[config.mk]
export PLATFORM = sky130hd
export DESIGN_NAME = pfs_forced_stop
export DESIGN_NICKNAME = d
export VERILOG_FILES = /design/src/shared/pfs_pkg.sv /design/src/verilog/pfs_forced_stop.sv
export VERILOG_INCLUDE_DIRS = /design/src /design/src/shared
export SDC_FILE = /design/constraint.sdc
export NUM_CORES = 1
export LEC_CHECK = 0
export CAP_MARGIN = 15
export CORE_AREA = 4 4 64 66
export CTS_CLUSTER_DIAMETER = 150
export DETAILED_ROUTE_END_ITERATION = 16
export DIE_AREA = 0 0 68 70
export DONT_BUFFER_PORTS = 1
export PLACE_DENSITY = 0.83
export RECOVER_POWER = 50
export SETUP_SLACK_MARGIN = 0.02
export SLEW_MARGIN = 20
export SYNTH_ARGS = -nofsm -noshare
export SYNTH_HDL_FRONTEND = slang
export SYNTH_SLANG_ARGS = --single-unit
[constraint.sdc]
create_clock -name clk -period 2.25 [get_ports clk]
set_input_delay 0.3375 -clock clk [delete_from_list [all_inputs] [get_ports clk]]
set_output_delay 0.3375 -clock clk [all_outputs]
set_load 0.02 [all_outputs]
[src/shared/pfs_params.svh]
// timing and reset constants for the pwm forced-stop block
// assumes a 20 MHz clk; included by bare name
`ifndef PFS_PARAMS_SVH
`define PFS_PARAMS_SVH
`define PFS_CLK_NS 50
`define PFS_PWM_PERIOD_NS 20000
`define PFS_PWM_PERIOD_CYC (`PFS_PWM_PERIOD_NS / `PFS_CLK_NS)
`define PFS_PWM_DUTY_PCT 50
`define PFS_PWM_HIGH_CYC ((`PFS_PWM_PERIOD_CYC * `PFS_PWM_DUTY_PCT) / 100)
`define PFS_TICK_MS 10
`define PFS_TICK_CYC ((`PFS_TICK_MS * 1000000) / `PFS_CLK_NS)
`define PFS_OUT_RESET 1'h0
`endif

[src/shared/pfs_pkg.sv]
// types for the pwm forced-stop block
// assumes nothing beyond a SystemVerilog compiler
package pfs_pkg;
  // state of each forced-stop function
  typedef enum logic [1:0] {STOP_IDLE, STOP_HELD, STOP_ARMED} pfs_stop_t;
  // synchronised fault inputs carried together
  typedef struct packed {
    logic cmpHigh;
    logic ovLevel;
    logic restart;
  } pfs_fault_t;
endpackage : pfs_pkg

[src/verilog/pfs_forced_stop.sv]
// pwm timer with two hardware forced-stop functions and an interval tick
// assumes async pins sampled by three flops; one 20 MHz clock
`timescale 1ns/1ps
`default_nettype none
`include "pfs_params.svh"

module pfs_forced_stop
  import pfs_pkg::*;
(
  input wire logic clk,
  input wire logic rstn,
  input wire logic currentComparator,
  input wire logic overvoltageStopInput,
  input wire logic restartTriggerInput,
  input wire logic stop1ReleaseTrigger,
  output logic pwmOutputPin,
  output logic stop1Active,
  output logic stop2Active,
  output logic intervalTick
);

  localparam int PER = `PFS_PWM_PERIOD_CYC;
  localparam int HIGH = `PFS_PWM_HIGH_CYC;
  localparam int TICK = `PFS_TICK_CYC;

  // ************************************************
  // input synchronisers
  // ************************************************
  logic [2:0] cmpSync_q;
  logic [2:0] ovSync_q;
  logic [2:0] rstSync_q;
  pfs_fault_t flt_q;
  pfs_fault_t fltPrev_q;

  // three flops; level accepted when stages two and three agree
  // over-voltage resets high: a pin high at reset release is no trip, a pin low there trips
  // comparator and restart reset low: no false rising edge after reset
  // only stages two and three feed the filter, stage one may be metastable
  always_ff @(posedge clk or negedge rstn)
    if (!rstn)
    begin
      cmpSync_q <= 3'h0;
      ovSync_q <= 3'h7;
      rstSync_q <= 3'h0;
    end
    else
    begin
      cmpSync_q <= {cmpSync_q[1:0], currentComparator};
      ovSync_q <= {ovSync_q[1:0], overvoltageStopInput};
      rstSync_q <= {rstSync_q[1:0], restartTriggerInput};
    end

  // filtered levels and their previous values
  always_ff @(posedge clk or negedge rstn)
    if (!rstn)
    begin
      flt_q <= '{cmpHigh: 1'b0, ovLevel: 1'b1, restart: 1'b0};
      fltPrev_q <= '{cmpHigh: 1'b0, ovLevel: 1'b1, restart: 1'b0};
    end
    else
    begin
      if (cmpSync_q[2] == cmpSync_q[1]) flt_q.cmpHigh <= cmpSync_q[2];
      if (ovSync_q[2] == ovSync_q[1]) flt_q.ovLevel <= ovSync_q[2];
      if (rstSync_q[2] == rstSync_q[1]) flt_q.restart <= rstSync_q[2];
      fltPrev_q <= flt_q;
    end

  logic cmpRise;
  logic ovFall;
  logic ovRise;
  logic restartRise;
  assign cmpRise = flt_q.cmpHigh & ~fltPrev_q.cmpHigh;
  assign ovFall = ~flt_q.ovLevel & fltPrev_q.ovLevel;
  assign ovRise = flt_q.ovLevel & ~fltPrev_q.ovLevel;
  assign restartRise = flt_q.restart & ~fltPrev_q.restart;

  // ************************************************
  // pwm counter
  // ************************************************
  logic [9:0] cnt_q;
  logic periodEnd;
  assign periodEnd = (cnt_q == 10'(PER - 1));

  // free-running period counter, cleared by restart trigger
  // count 0 to half period minus one drives high, rest drives low
  // last count marks where an armed stop may lift
  // restart wins over a natural wrap in the same cycle
  always_ff @(posedge clk or negedge rstn)
    if (!rstn)
      cnt_q <= 10'h000;
    else if (restartRise || periodEnd)
      cnt_q <= 10'h000;
    else
      cnt_q <= cnt_q + 10'h001;

  // ************************************************
  // forced-stop functions
  // ************************************************
  pfs_stop_t stop1_q;
  pfs_stop_t stop2_q;

  // stop one: over-current path, release by software pulse
  // held: waits for release pulse with comparator level low
  // armed: waits for period end; a new trip returns to held
  // a release pulse in idle or with comparator high is ignored
  always_ff @(posedge clk or negedge rstn)
    if (!rstn)
      stop1_q <= STOP_IDLE;
    else
      case (stop1_q)
        STOP_IDLE:
          if (cmpRise) stop1_q <= STOP_HELD;
        STOP_HELD:
          if (stop1ReleaseTrigger && !flt_q.cmpHigh) stop1_q <= STOP_ARMED;
        STOP_ARMED:
          if (cmpRise) stop1_q <= STOP_HELD;
          else if (periodEnd) stop1_q <= STOP_IDLE;
        default:
          stop1_q <= STOP_IDLE;
      endcase

  // stop two: over-voltage path, release after rising edge
  always_ff @(posedge clk or negedge rstn)
    if (!rstn)
      stop2_q <= STOP_IDLE;
    else
      case (stop2_q)
        STOP_IDLE:
          if (ovFall) stop2_q <= STOP_HELD;
        STOP_HELD:
          if (ovRise) stop2_q <= STOP_ARMED;
        STOP_ARMED:
          if (ovFall) stop2_q <= STOP_HELD;
          else if (periodEnd) stop2_q <= STOP_IDLE;
        default:
          stop2_q <= STOP_IDLE;
      endcase

  // any stop not idle, including a trip seen this cycle
  logic stop1Now;
  logic stop2Now;
  assign stop1Now = (stop1_q != STOP_IDLE) || cmpRise;
  assign stop2Now = (stop2_q != STOP_IDLE) || ovFall;

  // ************************************************
  // output stage
  // ************************************************
  // compare waveform gated by both stops
  always_ff @(posedge clk or negedge rstn)
    if (!rstn)
    begin
      pwmOutputPin <= `PFS_OUT_RESET;
      stop1Active <= 1'b0;
      stop2Active <= 1'b0;
    end
    else
    begin
      pwmOutputPin <= (cnt_q < 10'(HIGH)) && !restartRise && !stop1Now && !stop2Now;
      stop1Active <= stop1Now;
      stop2Active <= stop2Now;
    end

  // ************************************************
  // interval timer channel
  // ************************************************
  logic [17:0] tickCnt_q;

  // 10 ms tick pulse
  // free-running, not tied to the pwm counter or to restart
  // pulse lasts one cycle, first one a full interval after reset
  always_ff @(posedge clk or negedge rstn)
    if (!rstn)
    begin
      tickCnt_q <= 18'h00000;
      intervalTick <= 1'b0;
    end
    else
    begin
      intervalTick <= (tickCnt_q == 18'(TICK - 1));
      tickCnt_q <= (tickCnt_q == 18'(TICK - 1)) ? 18'h00000 : tickCnt_q + 18'h00001;
    end

endmodule : pfs_forced_stop
`default_nettype wire

# --- Yosys cells after proc, flatten, opt, wreduce, memory -nomap -nowiden ---
# Cells that the tools add are included.
totals:
  regBits: 51
  elab_cells: 71
op_classes:
  add_sub_neg: 2
  magnitude_cmp: 1
  n_eq_ne: 15
  mux: 11
  bitwise: 8
  n_reduce_logical: 17
ops:
  columns: ["cell", "n"]
  rows:
  - ["$add A18 B1 Y18 const B", 1]
  - ["$eq A18 B18 Y1 const B", 1]
  - ["$mux W18", 1]
  - ["$mux W2", 7]
  - ["$pmux W2 S3", 2]
  - ["$add A10 B1 Y10 const B", 1]
  - ["$eq A10 B9 Y1 const B", 1]
  - ["$lt A10 B8 Y1 const B", 1]
  - ["$mux W10", 1]
  - ["$ne A2 B2 Y1 const B", 4]
  - ["$ne A3 B3 Y1 const B", 2]
  - ["$reduce_and A3 Y1", 2]
  - ["$and A1 B1 Y1", 4]
  - ["$eq A2 B1 Y1 const B", 2]
  - ["$eq A2 B2 Y1 const B", 2]
  - ["$logic_and A1 B1 Y1", 4]
  - ["$logic_not A1 Y1", 4]
  - ["$logic_not A2 Y1", 2]
  - ["$not A1 Y1", 4]
  - ["$reduce_bool A2 Y1", 2]
  - ["$eq A1 B1 Y1", 3]
  - ["$logic_or A1 B1 Y1", 3]

# --- Depth between registers and ports, before layout ---
depth:
  word_depth: 6
  ltp_mapped: 6
  ltp_nobuf: 5

# --- Worst setup path before layout ---
# No wires, ideal clock.
synth_timing:
  path_type: "reg2reg"
  start: "register tickCnt_q[15]"
  end: "register tickCnt_q[10]"
  setup_time_ps: 132
  arrival_time_ps: 1446
  required_ps: 2118
  slack_ps: 672
  path_stages_with_launch: 5
  period_less_slack_ps: 1578
  cell_sequence: "dfrtp_1 or3_1 nor4_4 nor3b_4 nor2_1"
synth_via:
  elab_chain_cells: 2
synth_rtl:
  columns: ["element", "line_no", "source"]
  rows:
  - ["start, declared", "pfs_forced_stop.sv:166", "logic [17:0] tickCnt_q;"]
  - ["start signal, assigned", "pfs_forced_stop.sv:180", "tickCnt_q <= (tickCnt_q == 18'(TICK - 1)) ? 18'h00000 : tickCnt_q + 18'h00001;"]
  - ["$eq A18 B18 Y1", "pfs_forced_stop.sv:180", null]
  - ["$mux W18", "pfs_forced_stop.sv:180", null]
# Every way passes these cells.
# A chain may end at the register's enable or synchronous reset.

# --- Worst setup path after layout ---
layout_timing:
  start: "register tickCnt_q[15]"
  end: "register tickCnt_q[5]"
# The elaborated chain is that of the path after synthesis.

==> results.tsv <==
metric	value	unit
# Max-Cap Violations	0	
global-route wire length before repair	6510	um
Clk Latency, worst-skew pair	0.37	ns
Iter 0 DRT Violations	51	
Worst Skew	0.0149	ns
final hold vios	0	
clk slew on worst S/H paths	0.14	ns
count of cell types in the netlist	33	
gr usage total	18.0	%
Hold Path Stages	2	
final total power	1.75	mW
Setup crit start kind	register	
Initial Util	58.5	%
CTS Buf Count	5	
static leakage	0.964	nW
antenna cells	0	
Syn Nets	187	
Worst VDD drop	0.511	mV
Detailed Routing Iterations Pass 1	4	
Period minus WS final	1.80	ns
number of port buffers	0	
Seq/Total Area, Yosys	61.3	%
Final nets	195	
std cell rows	22	
Layout area overhead	7.23	%
Final ANT Viol Nets	0	
initial antenna violation count	0	
Hold WC Path Type	input port to register	
Setup CP Type	register to register	
setup tns final	0	ns
num ports	10	
Avg Vias per Cell	5.79	
Crit. End Element	register	
CORE AREA	3580	um^2
unrepaired setup endpoints after global routing	false	
syn_area_per_cell	11.7	um^2
pin count of the biggest net entering global routing	52	
clock tree buffer depth	2	
RePlAce Congestion	0.812	
cell count of the worst reg-to-reg path	4	
Root Buffer	clkbuf_4	
final period utilization	80.1	%
Post-CTS Setup Bufs	0	
post-DP HPWL	2510	um
detailed-route via count	1367	
status	complete, no violations	
clk sinks	51	
drt wl/cell	15.6	um
CP arrival	2.05	ns
worst-margin pin slew	1.18	ns
layout cells sized above 1	9.04	%
synth warn	0	
vias in the first global route	1445	
die area	4760	um^2
# resized after CTS	0	
WL final	3680	um
Syn Inst Count	179	
drc violations	0	
fmax	555	MHz
pins over their slew limit	0	
# H-tree levels	2	
CP max FO	9	
Die Y	70	um
chip width	68	um
slew margin rel.	21.1	%
GRT overflow	0	
data required time of the critical path	2.50	ns
Seq cells post-synth	51	
CTS tree	done	
final setup fails	0	
Cell Pwr Density	778	nW/um^2
Cell Area, Synth	2090	um^2
-- worst paths after layout --
check | end | start | slack, ns
setup / recovery | tickCnt_q[5] | tickCnt_q[15] | 0.45
hold / removal | stop1_q[1] | stop1ReleaseTrigger | 0.14
setup reg to reg | tickCnt_q[5] | tickCnt_q[15] | 0.45
hold reg to reg | rstSync_q[1] | rstSync_q[0] | 0.36
max in group asynchronous | cmpSync_q[0] | rstn | 0.79
min in group asynchronous | cnt_q[8] | rstn | 0.74
-- stage by stage --
| stage | instances | hold slack, ns | setup WS (ns) | area [um^2] | util [%] |
|---|---|---|---|---|---|
| 5_1_grt | 236 | 0.118 | 0.321 | 2240 | 62.7 |
| 3_5_place_dp | 223 | 0.0431 | 0.464 | 2140 | 59.7 |
| 4_1_cts | 236 | 0.123 | 0.433 | 2270 | 63.4 |
| 6_report | 236 | 0.136 | 0.448 | 2240 | 62.7 |
| 3_3_place_gp | 223 | 0.0431 | 0.538 | 2140 | 59.7 |
| 2_1_floorplan | 179 | 0.0419 | 0.672 | 2090 | - |
-- registers in the layout, summed over array words and instances (netlist names) --
signal        flops
rstSync_q         3
tickCnt_q        18
cmpSync_q         3
stop2Active       1
cnt_q            10
stop1Active       1
flt_q             3
ovSync_q          3
pwmOutputPin      1
stop2_q           2
stop1_q           2
fltPrev_q         3
intervalTick      1
-- cells by family after synthesis --
logic type	count (synthesis)	synth area share (%)
mux	1	0.538
flops	51	61.3
compound gates	10	3.17
xor+xnor	21	8.79
fa+ha+maj	5	2.63
buf+inv	9	1.73
simple gates	82	21.9
-- area by class of cell --
cell class              count  area, um^2
repair buffers              5        45.0
inverters                   5        18.8
clock buffers               7        55.1
clock inverters             1        8.76
multi-input cells         119         774
well taps                  48        60.1
fillers                   290        1330
flip-flops and latches     51        1280
-- where the power goes --
group	leakage, nW	switching [mW]	internal [mW]
clock network	0.0355	0.282	0.156
registers	0.641	0.108	1.02
logic	0.288	0.0974	0.0841
-- synth_stat cells, drive strengths merged --
library cell | number | share of area (%)
a21o | 1 | 0.36
a21oi | 2 | 0.48
a22o | 1 | 0.42
a31o | 1 | 0.42
and2 | 4 | 1.2
and3 | 1 | 0.30
and4 | 3 | 1.3
buf | 2 | 0.48
clkbuf | 2 | 0.36
dfrtp | 46 | 55
dfstp | 5 | 6.3
ha | 2 | 1.2
inv | 5 | 0.90
maj3 | 3 | 1.4
mux2 | 1 | 0.54
nand2 | 11 | 2.0
nand2b | 3 | 0.90
nand3 | 7 | 1.7
nand4 | 11 | 3.3
nand4bb | 1 | 0.54
nor2 | 22 | 3.9
nor2b | 4 | 1.2
nor3 | 3 | 0.72
nor3b | 1 | 0.90
nor4 | 5 | 2.2
o21ai | 2 | 0.48
o22ai | 2 | 0.60
o32ai | 1 | 0.42
or2 | 2 | 0.60
or3 | 4 | 1.2
xnor2 | 11 | 4.6
xor2 | 10 | 4.2
-- critical path, stage by stage, from the launching register on --
cell and delay (ns):
dfrtp_1 0.45, or3_1 0.43, nor4_4 0.27, nor3b_4 0.45, nor2_1 0.10
-- layer usage --
metal / routed length (um) / vias to the layer above / part of all wire (%) / track usage, %
met1: 1450 / 706 / 39 / 20.9
met2: 2040 / 23 / 55 / 31.2
li1: - / 629 / - / -
met4: 78 / 0 / 2.1 / 7.28
met5: 0 / - / 0 / 0
met3: 111 / 9 / 3.0 / 4.18
-- cells in the final DEF, fill, tap and decap left out, types with 3 or more instances in the layout --
master	Yosys	final
and2_1	4	4
dfrtp_1	46	46
clkbuf_4	0	5
or3_1	4	4
inv_1	5	5
xnor2_1	11	11
nor2b_1	4	4
maj3_1	3	3
nand3_1	7	7
nor3_1	3	3
dlygate4sd3_1	0	4
nor2_1	22	22
nor4_1	4	4
nand4_1	11	11
nand2b_1	3	3
dfstp_2	5	3
and4_1	3	3
nand2_1	11	11
xor2_1	10	10
-- repair_timing --
item                                   CTS  global route
hold buffers                             5             0
setup endpoints to repair                0             0
endpoints found under the hold margin   54             0
Power figures use the tool's default switching activity.
